--- config.mk ---
export PLATFORM = sky130hd
export DESIGN_NAME = usb_interrupt_flag_logic
export DESIGN_NICKNAME = d
export VERILOG_FILES = /design/src/hw/usb_intr_pkg.sv /design/src/hw/usb_interrupt_flag_logic.sv
export SDC_FILE = /design/constraint.sdc
export NUM_CORES = 1
export LEC_CHECK = 0
export BUFFER_PORTS_ARGS = -buffer_cell sky130_fd_sc_hd__buf_2
export CORE_ASPECT_RATIO = 0.6
export CORE_MARGIN = 5
export CORE_UTILIZATION = 45
export CTS_BUF_LIST = sky130_fd_sc_hd__clkbuf_4 sky130_fd_sc_hd__clkbuf_8
export CTS_CLUSTER_DIAMETER = 120
export CTS_CLUSTER_SIZE = 16
export DETAILED_ROUTE_END_ITERATION = 16
export PLACE_DENSITY = 0.68
export SYNTH_ARGS = -nofsm -noshare
export SYNTH_HDL_FRONTEND = slang
export SYNTH_SLANG_ARGS = --single-unit
export TNS_END_PERCENT = 20
--- constraint.sdc ---
create_clock -name clk_sys -period 2.95 [get_ports clk_sys]
set_clock_uncertainty 0.05 [all_clocks]
set_input_delay 0.1475 -clock clk_sys [delete_from_list [all_inputs] [get_ports clk_sys]]
set_output_delay 0.1475 -clock clk_sys [all_outputs]
set_load 0.05 [all_outputs]
--- src/hw/usb_intr_pkg.sv ---
// constants, register map and types of the usb interrupt flag logic
package usb_intr_pkg;

  // ----------------------------------------------------------------
  // timing
  // ----------------------------------------------------------------
  localparam int unsigned CLK_MHZ        = 125;
  localparam int unsigned LINE_SETTLE_NS = 2500;
  localparam int unsigned IDLE_MS        = 3;
  localparam int unsigned SETTLE_CYC     = (LINE_SETTLE_NS * CLK_MHZ + 999) / 1000;
  localparam int unsigned IDLE_CYC       = IDLE_MS * CLK_MHZ * 1000;
  localparam int unsigned CNT_W          = 19;

  // ----------------------------------------------------------------
  // register map (byte addresses)
  // ----------------------------------------------------------------
  localparam logic [4:0] OFS_FLAGS   = 5'h00;
  localparam logic [4:0] OFS_ENABLES = 5'h04;
  localparam logic [4:0] OFS_ERR_EN  = 5'h08;
  localparam logic [4:0] OFS_CTRL    = 5'h0C;
  localparam logic [4:0] OFS_XSTAT   = 5'h10;

  // ----------------------------------------------------------------
  // field positions
  // ----------------------------------------------------------------
  localparam int unsigned BIT_STALL  = 7;
  localparam int unsigned BIT_ATTACH = 6;
  localparam int unsigned BIT_WAKE   = 5;
  localparam int unsigned BIT_QUIET  = 4;
  localparam int unsigned BIT_TOKEN  = 3;
  localparam int unsigned BIT_FRAME  = 2;
  localparam int unsigned BIT_ERR    = 1;
  localparam int unsigned BIT_BUSRST = 0;
  localparam int unsigned CTL_POWER  = 0;
  localparam int unsigned CTL_SUSP   = 1;
  localparam int unsigned CTL_HOST   = 2;
  localparam int unsigned REG_W      = 8;

  localparam logic [7:0]  FLAGS_RST  = 8'h00;
  localparam logic [7:0]  ENABLE_RST = 8'h00;
  localparam logic [31:0] RD_ZERO    = 32'h0000_0000;

  // ----------------------------------------------------------------
  // transfer status queue
  // ----------------------------------------------------------------
  localparam int unsigned XQ_DEPTH = 4;
  localparam int unsigned XQ_AW    = 2;
  localparam logic [2:0]  XQ_FULL  = 3'h4;

  typedef enum logic [1:0] {LINE_SE0, LINE_J, LINE_K, LINE_SE1} line_t;

endpackage

--- src/hw/usb_interrupt_flag_logic.sv ---
// usb interrupt flags, enables, line-state event detection and power control
//
// Contract
// - power enable low disables module, outputs inactive, pins released, analog off
// - flags 7:0 set by hardware, cleared by writing one, zero keeps, reset zero; here bit 1 ignores writes and follows the enabled errors
// - bits 31:8 of flag and enable registers read as zero
// - stall flag set on stall handshake in host or device mode
// - attach flag set when a peripheral attach is detected
// - attach valid only in host role, 2.5 us quiet, line not se0
// - wakeup flag set after k-state held for 2.5 us
// - bus quiet flag set after idle line for 3 ms
// - token done flag set when token ends; status shows its endpoint info
// - clearing token done flag advances the transfer status queue
// - frame start flag on sof token as peripheral, frame threshold as host
// - error summary flag read-only, set only by enabled error conditions
// - device role: bit 0 set on valid bus reset
// - host role: bit 0 set on peripheral removal
// - enable register bits 7:0 read/write, reset zero, one per flag
// - errors reach interrupt only when error summary enable is set
// - suspend gates usb clock and lowers transceiver power, wakeup detect stays
//
// Chosen here: register access over Avalon-MM and the register offsets.
`timescale 1ns/1ps
module usb_interrupt_flag_logic
  import usb_intr_pkg::*;
#(
  parameter int unsigned IDLE_COUNT = IDLE_CYC
) (
  input  wire logic        clk_sys,
  input  wire logic        srst,
  input  wire logic [4:0]  address,
  input  wire logic        read,
  input  wire logic        write,
  input  wire logic [31:0] writedata,
  input  wire logic [3:0]  byteenable,
  output logic      [31:0] readdata,
  output logic             waitrequest,
  input  wire logic        lineDp,
  input  wire logic        lineDm,
  input  wire logic        stallEvent,
  input  wire logic        sofEvent,
  input  wire logic        frameThreshold,
  input  wire logic        tokenDone,
  input  wire logic [7:0]  tokenStatus,
  input  wire logic [7:0]  errorStatus,
  output logic             irq,
  output logic             moduleEnabled,
  output logic             pinsOwned,
  output logic             analogOn,
  output logic             usbClockEnable,
  output logic             transceiverLowPower,
  output logic             hostRole,
  output logic [7:0]       errorEnables
);

  // ----------------------------------------------------------------
  // state
  // ----------------------------------------------------------------
  typedef struct packed {
    logic [2:0]            dpSync;
    logic [2:0]            dmSync;
    line_t                 lineState;
    logic [CNT_W-1:0]      stableCnt;
    logic                  attached;
    logic [7:0]            flags;
    logic [7:0]            enables;
    logic [7:0]            errEn;
    logic                  power;
    logic                  suspend;
    logic                  host;
    logic [XQ_AW-1:0]      xqRd;
    logic [XQ_AW-1:0]      xqWr;
    logic [2:0]            xqCnt;
    logic [XQ_DEPTH-1:0][7:0] xqMem;
    logic                  ack;
    logic [31:0]           rdata;
  } state_t;

  state_t s_q;
  state_t s_d;

  localparam logic [CNT_W-1:0] SETTLE_M1 = CNT_W'(SETTLE_CYC - 1);
  localparam logic [CNT_W-1:0] IDLE_M1   = CNT_W'(IDLE_COUNT - 1);
  localparam logic [CNT_W-1:0] CNT_MAX   = CNT_W'(IDLE_COUNT);

  function automatic line_t decodeLine(input logic dp, input logic dm);
    line_t l;
    case ({dp, dm})
      2'b00:   l = LINE_SE0;
      2'b10:   l = LINE_J;
      2'b01:   l = LINE_K;
      default: l = LINE_SE1;
    endcase
    return l;
  endfunction

  line_t            newLine;
  logic             stepped;
  logic             hitSettle;
  logic             hitIdle;
  logic [7:0]       setEv;
  logic [7:0]       clrMask;
  logic             wrTake;
  logic             push;
  logic             pop;
  logic             errSum;
  logic [31:0]      rdMux;

  // ----------------------------------------------------------------
  // next state
  // ----------------------------------------------------------------
  always_comb begin
    s_d = s_q;
    // first stage feeds only the second; third and second must agree
    s_d.dpSync = {s_q.dpSync[1:0], lineDp};
    s_d.dmSync = {s_q.dmSync[1:0], lineDm};
    newLine = s_q.lineState;
    if (s_q.dpSync[2] == s_q.dpSync[1] && s_q.dmSync[2] == s_q.dmSync[1]) begin
      newLine = decodeLine(s_q.dpSync[2], s_q.dmSync[2]);
    end
    stepped = s_q.power && newLine == s_q.lineState && s_q.stableCnt != CNT_MAX;
    hitSettle = stepped && s_q.stableCnt == SETTLE_M1;
    hitIdle   = stepped && s_q.stableCnt == IDLE_M1;
    if (!s_q.power) begin
      s_d.stableCnt = '0;
      s_d.lineState = newLine;
    end else if (newLine != s_q.lineState) begin
      s_d.lineState = newLine;
      s_d.stableCnt = '0;
    end else if (stepped) begin
      s_d.stableCnt = s_q.stableCnt + 1'b1;
    end

    // bus events
    setEv = '0;
    setEv[BIT_STALL]  = s_q.power && stallEvent;
    setEv[BIT_ATTACH] = s_q.host && hitSettle && s_q.lineState != LINE_SE0 && !s_q.attached;
    setEv[BIT_WAKE]   = hitSettle && s_q.lineState == LINE_K;
    setEv[BIT_QUIET]  = hitIdle && s_q.lineState == LINE_J;
    setEv[BIT_FRAME]  = s_q.power && (s_q.host ? frameThreshold : sofEvent);
    // device: long se0 is bus reset; host: se0 after attach is removal
    setEv[BIT_BUSRST] = hitSettle && s_q.lineState == LINE_SE0 && (!s_q.host || s_q.attached);
    if (setEv[BIT_ATTACH]) begin
      s_d.attached = 1'b1;
    end else if (!s_q.host || (setEv[BIT_BUSRST] && s_q.host)) begin
      s_d.attached = 1'b0;
    end

    // bus slave: answer one cycle after the request appears
    wrTake = write && s_q.ack && byteenable[0];
    s_d.ack = (read || write) && !s_q.ack;
    clrMask = '0;
    if (wrTake && address == OFS_FLAGS) begin
      clrMask = writedata[7:0];
    end
    if (wrTake && address == OFS_ENABLES) begin
      s_d.enables = writedata[7:0];
    end
    if (wrTake && address == OFS_ERR_EN) begin
      s_d.errEn = writedata[7:0];
    end
    if (wrTake && address == OFS_CTRL) begin
      s_d.power   = writedata[CTL_POWER];
      s_d.suspend = writedata[CTL_SUSP];
      s_d.host    = writedata[CTL_HOST];
    end

    // transfer status queue; a full queue drops the new entry
    push = s_q.power && tokenDone && s_q.xqCnt != XQ_FULL;
    pop  = clrMask[BIT_TOKEN] && s_q.xqCnt != '0;
    if (push) begin
      s_d.xqMem[s_q.xqWr] = tokenStatus;
      s_d.xqWr = s_q.xqWr + 1'b1;
    end
    if (pop) begin
      s_d.xqRd = s_q.xqRd + 1'b1;
    end
    s_d.xqCnt = s_q.xqCnt + {2'b00, push} - {2'b00, pop};

    // set wins over clear
    s_d.flags = (s_q.flags & ~clrMask) | setEv;
    errSum = s_q.power && |(errorStatus & s_q.errEn);
    s_d.flags[BIT_ERR] = errSum;
    s_d.flags[BIT_TOKEN] = s_d.xqCnt != '0;

    rdMux = RD_ZERO;
    case (address)
      OFS_FLAGS:   rdMux[REG_W-1:0] = s_q.flags;
      OFS_ENABLES: rdMux[REG_W-1:0] = s_q.enables;
      OFS_ERR_EN:  rdMux[REG_W-1:0] = s_q.errEn;
      OFS_CTRL: begin
        rdMux[CTL_POWER] = s_q.power;
        rdMux[CTL_SUSP]  = s_q.suspend;
        rdMux[CTL_HOST]  = s_q.host;
      end
      OFS_XSTAT:   rdMux[REG_W-1:0] = s_q.xqMem[s_q.xqRd];
      default:     rdMux = RD_ZERO;
    endcase
    if (read && !s_q.ack) begin
      s_d.rdata = rdMux;
    end
  end

  // ----------------------------------------------------------------
  // registers
  // ----------------------------------------------------------------
  always_ff @(posedge clk_sys) begin
    if (srst) begin
      s_q <= '0;
    end else begin
      s_q <= s_d;
    end
  end

  // ----------------------------------------------------------------
  // outputs
  // ----------------------------------------------------------------
  assign waitrequest = (read || write) && !s_q.ack;
  assign readdata    = s_q.rdata;
  // error events only pass through enables bit 1, same as every flag
  assign irq = s_q.power && |(s_q.flags & s_q.enables);
  assign moduleEnabled       = s_q.power;
  assign pinsOwned           = s_q.power;
  assign analogOn            = s_q.power;
  assign usbClockEnable      = s_q.power && !s_q.suspend;
  assign transceiverLowPower = !s_q.power || s_q.suspend;
  assign hostRole            = s_q.host;
  assign errorEnables        = s_q.errEn;

  // ----------------------------------------------------------------
  // checks
  // ----------------------------------------------------------------
  property p_w1c_clears;
    @(posedge clk_sys) disable iff (srst)
      (wrTake && address == OFS_FLAGS && writedata[BIT_STALL] && !stallEvent) |=> !s_q.flags[BIT_STALL];
  endproperty
  a_w1c_clears: assert property (p_w1c_clears) else $error("stall flag not cleared by one");

  property p_zero_keeps;
    @(posedge clk_sys) disable iff (srst)
      (wrTake && address == OFS_FLAGS && !writedata[BIT_QUIET] && s_q.flags[BIT_QUIET]) |=> s_q.flags[BIT_QUIET];
  endproperty
  a_zero_keeps: assert property (p_zero_keeps) else $error("flag lost on zero write");

  property p_upper_zero;
    @(posedge clk_sys) disable iff (srst)
      (read && !waitrequest && (address == OFS_FLAGS || address == OFS_ENABLES)) |-> readdata[31:REG_W] == '0;
  endproperty
  a_upper_zero: assert property (p_upper_zero) else $error("upper bits read nonzero");

  property p_stall_irq;
    @(posedge clk_sys) disable iff (srst)
      (s_q.power && stallEvent && s_q.enables[BIT_STALL] && !(wrTake && address != OFS_FLAGS)) |=> irq;
  endproperty
  a_stall_irq: assert property (p_stall_irq) else $error("stall did not raise interrupt");

  property p_off_quiet;
    @(posedge clk_sys) disable iff (srst)
      !moduleEnabled |-> (!irq && !pinsOwned && !usbClockEnable);
  endproperty
  a_off_quiet: assert property (p_off_quiet) else $error("disabled module active");

  property p_wake_time;
    @(posedge clk_sys) disable iff (srst)
      $rose(s_q.flags[BIT_WAKE]) |-> ($past(s_q.stableCnt) == SETTLE_M1 && $past(s_q.lineState) == LINE_K);
  endproperty
  a_wake_time: assert property (p_wake_time) else $error("wakeup flag without settled k-state");

  property p_attach_host;
    @(posedge clk_sys) disable iff (srst)
      $rose(s_q.flags[BIT_ATTACH]) |-> ($past(s_q.host) && $past(s_q.lineState) != LINE_SE0);
  endproperty
  a_attach_host: assert property (p_attach_host) else $error("attach outside host role");

  property p_err_summary;
    @(posedge clk_sys) disable iff (srst)
      ##1 s_q.flags[BIT_ERR] == $past(s_q.power && |(errorStatus & s_q.errEn));
  endproperty
  a_err_summary: assert property (p_err_summary) else $error("error summary wrong");

  property p_queue_advance;
    @(posedge clk_sys) disable iff (srst)
      (pop && s_q.xqCnt > 3'h1) |=> (s_q.flags[BIT_TOKEN] && s_q.xqRd == XQ_AW'($past(s_q.xqRd) + 1'b1));
  endproperty
  a_queue_advance: assert property (p_queue_advance) else $error("token flag dropped with queue left");

  property p_suspend_clock;
    @(posedge clk_sys) disable iff (srst)
      (s_q.suspend && s_q.power) |-> (!usbClockEnable && transceiverLowPower);
  endproperty
  a_suspend_clock: assert property (p_suspend_clock) else $error("suspend left usb clock on");

  property p_stall_source;
    @(posedge clk_sys) disable iff (srst)
      $rose(s_q.flags[BIT_STALL]) |-> $past(s_q.power && stallEvent);
  endproperty
  a_stall_source: assert property (p_stall_source) else $error("stall flag without stall event");

  property p_frame_device;
    @(posedge clk_sys) disable iff (srst)
      (s_q.power && !s_q.host && sofEvent) |=> s_q.flags[BIT_FRAME];
  endproperty
  a_frame_device: assert property (p_frame_device) else $error("sof token did not set frame flag");

  property p_frame_host;
    @(posedge clk_sys) disable iff (srst)
      (s_q.power && s_q.host && frameThreshold) |=> s_q.flags[BIT_FRAME];
  endproperty
  a_frame_host: assert property (p_frame_host) else $error("frame threshold did not set frame flag");

  property p_token_set;
    @(posedge clk_sys) disable iff (srst)
      (s_q.power && tokenDone) |=> s_q.flags[BIT_TOKEN];
  endproperty
  a_token_set: assert property (p_token_set) else $error("token done did not set flag");

  property p_token_status;
    @(posedge clk_sys) disable iff (srst)
      (s_q.power && tokenDone && s_q.xqCnt == '0) |=> s_q.xqMem[s_q.xqRd] == $past(tokenStatus);
  endproperty
  a_token_status: assert property (p_token_status) else $error("queue head not the finished token");

  property p_token_last;
    @(posedge clk_sys) disable iff (srst)
      (pop && !push && s_q.xqCnt == 3'h1) |=> !s_q.flags[BIT_TOKEN];
  endproperty
  a_token_last: assert property (p_token_last) else $error("token flag kept with queue empty");

  property p_reset_detach;
    @(posedge clk_sys) disable iff (srst)
      $rose(s_q.flags[BIT_BUSRST]) |-> ($past(s_q.lineState) == LINE_SE0 && $past(!s_q.host || s_q.attached));
  endproperty
  a_reset_detach: assert property (p_reset_detach) else $error("bit 0 set without se0 event");

  property p_quiet_time;
    @(posedge clk_sys) disable iff (srst)
      $rose(s_q.flags[BIT_QUIET]) |-> ($past(s_q.stableCnt) == IDLE_M1 && $past(s_q.lineState) == LINE_J);
  endproperty
  a_quiet_time: assert property (p_quiet_time) else $error("quiet flag without long idle");

  property p_err_readonly;
    @(posedge clk_sys) disable iff (srst)
      (wrTake && writedata[BIT_ERR] && s_q.power && |(errorStatus & s_q.errEn)) |=> s_q.flags[BIT_ERR];
  endproperty
  a_err_readonly: assert property (p_err_readonly) else $error("error summary cleared by write");

  property p_off_no_set;
    @(posedge clk_sys) disable iff (srst)
      !s_q.power |=> !(|(s_q.flags & ~$past(s_q.flags)));
  endproperty
  a_off_no_set: assert property (p_off_no_set) else $error("flag set while module off");

  property p_attach_once;
    @(posedge clk_sys) disable iff (srst)
      $rose(s_q.flags[BIT_ATTACH]) |-> ($past(s_q.stableCnt) == SETTLE_M1 && !$past(s_q.attached));
  endproperty
  a_attach_once: assert property (p_attach_once) else $error("attach flag without settled line");

  property p_suspend_wake;
    @(posedge clk_sys) disable iff (srst)
      (s_q.power && s_q.suspend && hitSettle && s_q.lineState == LINE_K) |=> s_q.flags[BIT_WAKE];
  endproperty
  a_suspend_wake: assert property (p_suspend_wake) else $error("wakeup lost in suspend");

  property p_enable_write;
    @(posedge clk_sys) disable iff (srst)
      (wrTake && address == OFS_ENABLES) |=> s_q.enables == $past(writedata[REG_W-1:0]);
  endproperty
  a_enable_write: assert property (p_enable_write) else $error("enable write did not land");

  property p_enable_hold;
    @(posedge clk_sys) disable iff (srst)
      !(wrTake && address == OFS_ENABLES) |=> $stable(s_q.enables);
  endproperty
  a_enable_hold: assert property (p_enable_hold) else $error("enables changed without write");

endmodule // usb_interrupt_flag_logic

==> results.txt <==
- 0 antenna diodes ended up in the layout.
* Clock sink total: between 100 and 150
- DIE HEIGHT: around 93 µm
* Cts bufs inserted: 9
- Syn avg cell area: 9.60 µm²
* Grt ovf: 0
- Detail Route Antenna Nets: 0
- Sequential cells burn 57.1% of the power.
* Die area: 13800 µm²
- The first global-routing pass estimated 19700 µm of wire.
- Cell breakdown of the critical path: nand3_1, nor4_4, ha_1, inv_1, ha_1, fa_1, xnor2_1, xnor2_1, a21oi_1
* Drc violations: 0
- DIE WIDTH: 148 µm
- All-Layer GR Usage: a little under a fifth
* Slowest-stage cell, CP: nor4_4
- Clk Latency, worst-skew pair: 380 ps
- Data required, critical path: 3150 ps
- Unrepaired setup endpoints after global routing: false
- Row generation in the floorplan step produced 30 rows.
- The wire-length estimate of the detail-placed layout is 9080 µm.
* Max Fanout on Critical Path: 5
- For the final routed database, the setup TNS stands at 0 ps.
* Clock power share: between 30% and 40%
- The initial antenna violation count came to 0.
- EDFF count, synth: 0
- In the routed layout, each cell is associated on average with a via count of 5.38.
- Data arrives at the worst endpoint at 2790 ps.
- In the synthesized netlist the async set-or-reset flop fraction comes to 0%.
- Across the run, the number of max-cap violations was 0.
- Std-Cell Core Area: 11300 µm²
- Once layout is complete, the utilization of the core stands at 51.3%.
- Sequential element share of the synthesized area: 39.8%
* Hold WC Path Type: in2reg
* Final worst-path cycle share: 87.9%
- Final min period: roughly 2600 ps
- Leakage component of the power: 2.15 nW
- The count of pins over their slew limit is 0.
* Area growth from synthesis to layout: 11.6%
- CTS Root Buffer Type: clkbuf_8
- For the pin with the worst max-slew slack, the measured transition is 822 ps.
* Flops & latches, synth: a little over 100
- The net count of the finished layout is 680.
- By startpoint and endpoint, the worst setup path is classified as reg2reg.
* CP peak stage delay: between 400 and 500 ps
* Drt initial violations: 270
* Post-cts sizing count: 0
* Switching component of the power: 0.671 mW
- DRT Wirelength: about 12000 µm
* Final RePlAce weighted congestion: 0.832
* Worst Setup End Kind: flop
- For this configuration, the core starts out at a cell density of 46.0%.
- Vias in the first global route: 3936
- Synthesis produced a netlist whose cell count is 539.
- Final total power: 2.45 mW
- Achievable Freq: 386 MHz
* Total via count after detailed routing: 4051
* Fin. Hold Viols: 0
- Of the total power, combinational logic draws 8.2%.
- Dividing the detail-routed wire length by the instance count gives 16.3 µm.
* Power Density: 424 nW/µm²
- Unique masters post-synth: 57
* Maximum level of the CTS H-tree: 3
- TritonCTS built the clock tree.
* Buffer levels on the longest clock path: 2
- After clock tree synthesis, the clock-pin slew on the worst setup and hold paths is 100 ps.
* Quantity of I/O buffers inserted on ports: 63
* CP Launch Type: flop
* Setup-violating endpoint count in the final report: 0
- Cell internal pwr: 1.78 mW
- Pin count of the biggest net entering global routing: 48
- During I/O placement, the number of pins put on the boundary was 115.
- Net switching fraction of the power: 27.4%
- Most used DFF post-synth: dfxtp_1
- VDD sags by at most 0.205 mV.
- Fraction of layout instances using a drive strength above 1: 19.7%
- Warnings from Yosys: 0
- Slew Limit Headroom: 44.8%
- Status: finished, final reports clean
- After synthesis the cells add up to just over 5000 µm².
* Number of detailed-route iterations in the first pass: 5
[registers in the layout (all words and copies together) (netlist names)]
signal / cells
analogOn: 1
errorEnables: 8
s_d: 4
hostRole: 1
s_q: 81
readdata: 8
[worst max-delay path: cells and delay by family (launching register included)]
kind	cells	cell delay (ps)
buffers and inverters	1	40
AND/OR/NAND/NOR	2	680
flip-flops	1	390
XOR/XNOR	2	410
adder cells (fa/ha/maj)	3	790
AO/OA/AOI/OAI	1	110
[routing by layer]
layer	global-route usage [%]	vias up	routed length (µm)
met5	0	-	0
met4	4.46	0	124
met3	4.70	15	754
met2	28.2	111	5440
met1	24.9	1959	5930
li1	-	1966	-
[power groups by stage]
stage	logic, mW	registers [mW]	clock network [mW]
2_1_floorplan	0.155	1.43	0
3_3_place_gp	0.176	1.43	0
3_5_place_dp	0.179	1.43	0
4_1_cts	0.199	1.40	0.877
5_1_grt	0.215	1.40	0.935
6_report	0.201	1.40	0.849
[Yosys cell counts, types with 2 or more instances]
cell type    n  area [µm²]
a211o_1      4        35.0
a21bo_2      2        20.0
a21o_1       2        15.0
a21oi_1     18        90.1
a22oi_1     14         105
a31o_2       2        17.5
and3_1       3        18.8
and4_1       5        43.8
buf_1        2        7.51
buf_2        7        35.0
buf_4       42         315
clkbuf_1     8        30.0
clkbuf_8     3        41.3
dfxtp_1    103        2060
ha_1         8         100
inv_1       20        75.1
mux2i_1     59         591
mux4_2      11         248
nand2_1     24        90.1
nand2b_1     6        37.5
nand3_1     11        55.1
nand3b_1     5        37.5
nand4_1      9        56.3
nor2_1      70         263
nor2b_1     12        75.1
nor3_1       5        25.0
nor3b_1      5        37.5
nor4_1       5        31.3
nor4_4       2        42.5
o21ai_0     19        95.1
o2bb2ai_1    5        43.8
o31ai_1      4        30.0
or2_2        2        12.5
or3_1        3        18.8
or4_1        2        15.0
or4_4        2        22.5
xnor2_1      7        61.3
xor2_1       9        78.8
[path summary, 6_finish.rpt]
| path | start | to | slack, ps | depth (start not counted) |
|---|---|---|---|---|
| max | s_q[32]$_SDFF_PP0_ | s_q[94]$_SDFF_PP0_ | 360 | 9 |
| min reg2reg | s_d[125]$_SDFF_PP0_ | s_d[126]$_SDFF_PP0_ | 400 | 1 |
| max reg2reg | s_q[32]$_SDFF_PP0_ | s_q[94]$_SDFF_PP0_ | 360 | 9 |
| min | write | s_q[32]$_SDFF_PP0_ | 20 | 3 |
[repair_timing]
action,in CTS,in global routing
hold buffers,19,0
endpoints found under the hold margin,42,0
setup endpoints to repair,0,0
setup buffers,0,0
[layout by cell type (no fill, tap or decap), types with 6 or more instances in the layout]
master / synthesis / layout
nand2_1: 24 / 24
mux2i_1: 59 / 59
xor2_1: 9 / 9
a21oi_1: 18 / 18
ha_1: 8 / 8
buf_2: 7 / 63
o21ai_0: 19 / 19
clkbuf_8: 3 / 9
nor2b_1: 12 / 12
nor2_1: 70 / 70
mux4_2: 11 / 11
nand2b_1: 6 / 6
buf_4: 42 / 13
inv_1: 20 / 20
nand4_1: 9 / 9
nand3_1: 11 / 11
xnor2_1: 7 / 7
dfxtp_1: 103 / 103
conb_1: 1 / 24
a22oi_1: 14 / 14
dlygate4sd3_1: 0 / 19
[kinds of logic after synthesis]
logic type	count (synthesis)	share of synthesized area, %
simple gates	179	18.6
flops	103	39.8
buf+inv	84	10.2
compound gates	76	9.84
mux	71	16.4
xor+xnor	16	2.71
fa+ha+maj	9	2.32
other cells	1	0.0724
[layout make-up]
class | count | area [µm²]
Clock inverter | 7 | 60.1
Sequential cell | 103 | 2060
Clock buffer | 9 | 124
Fill cell | 1040 | 5490
Multi-Input combinational cell | 375 | 2670
Tap cell | 144 | 180
Timing Repair Buffer | 95 | 603
Inverter | 20 | 75.1
[through the flow]
step	setup WS [ps]	hold slack, ps	cell area (µm²)	cells
finish	358	22.1	5770	753
global route	248	16.0	5770	753
CTS	396	2.62	5770	753
detailed placement	343	324	5400	718
global placement	449	311	5400	718
floorplan	286	226	5260	562
No activity file was read; power rests on OpenSTA's default activity.
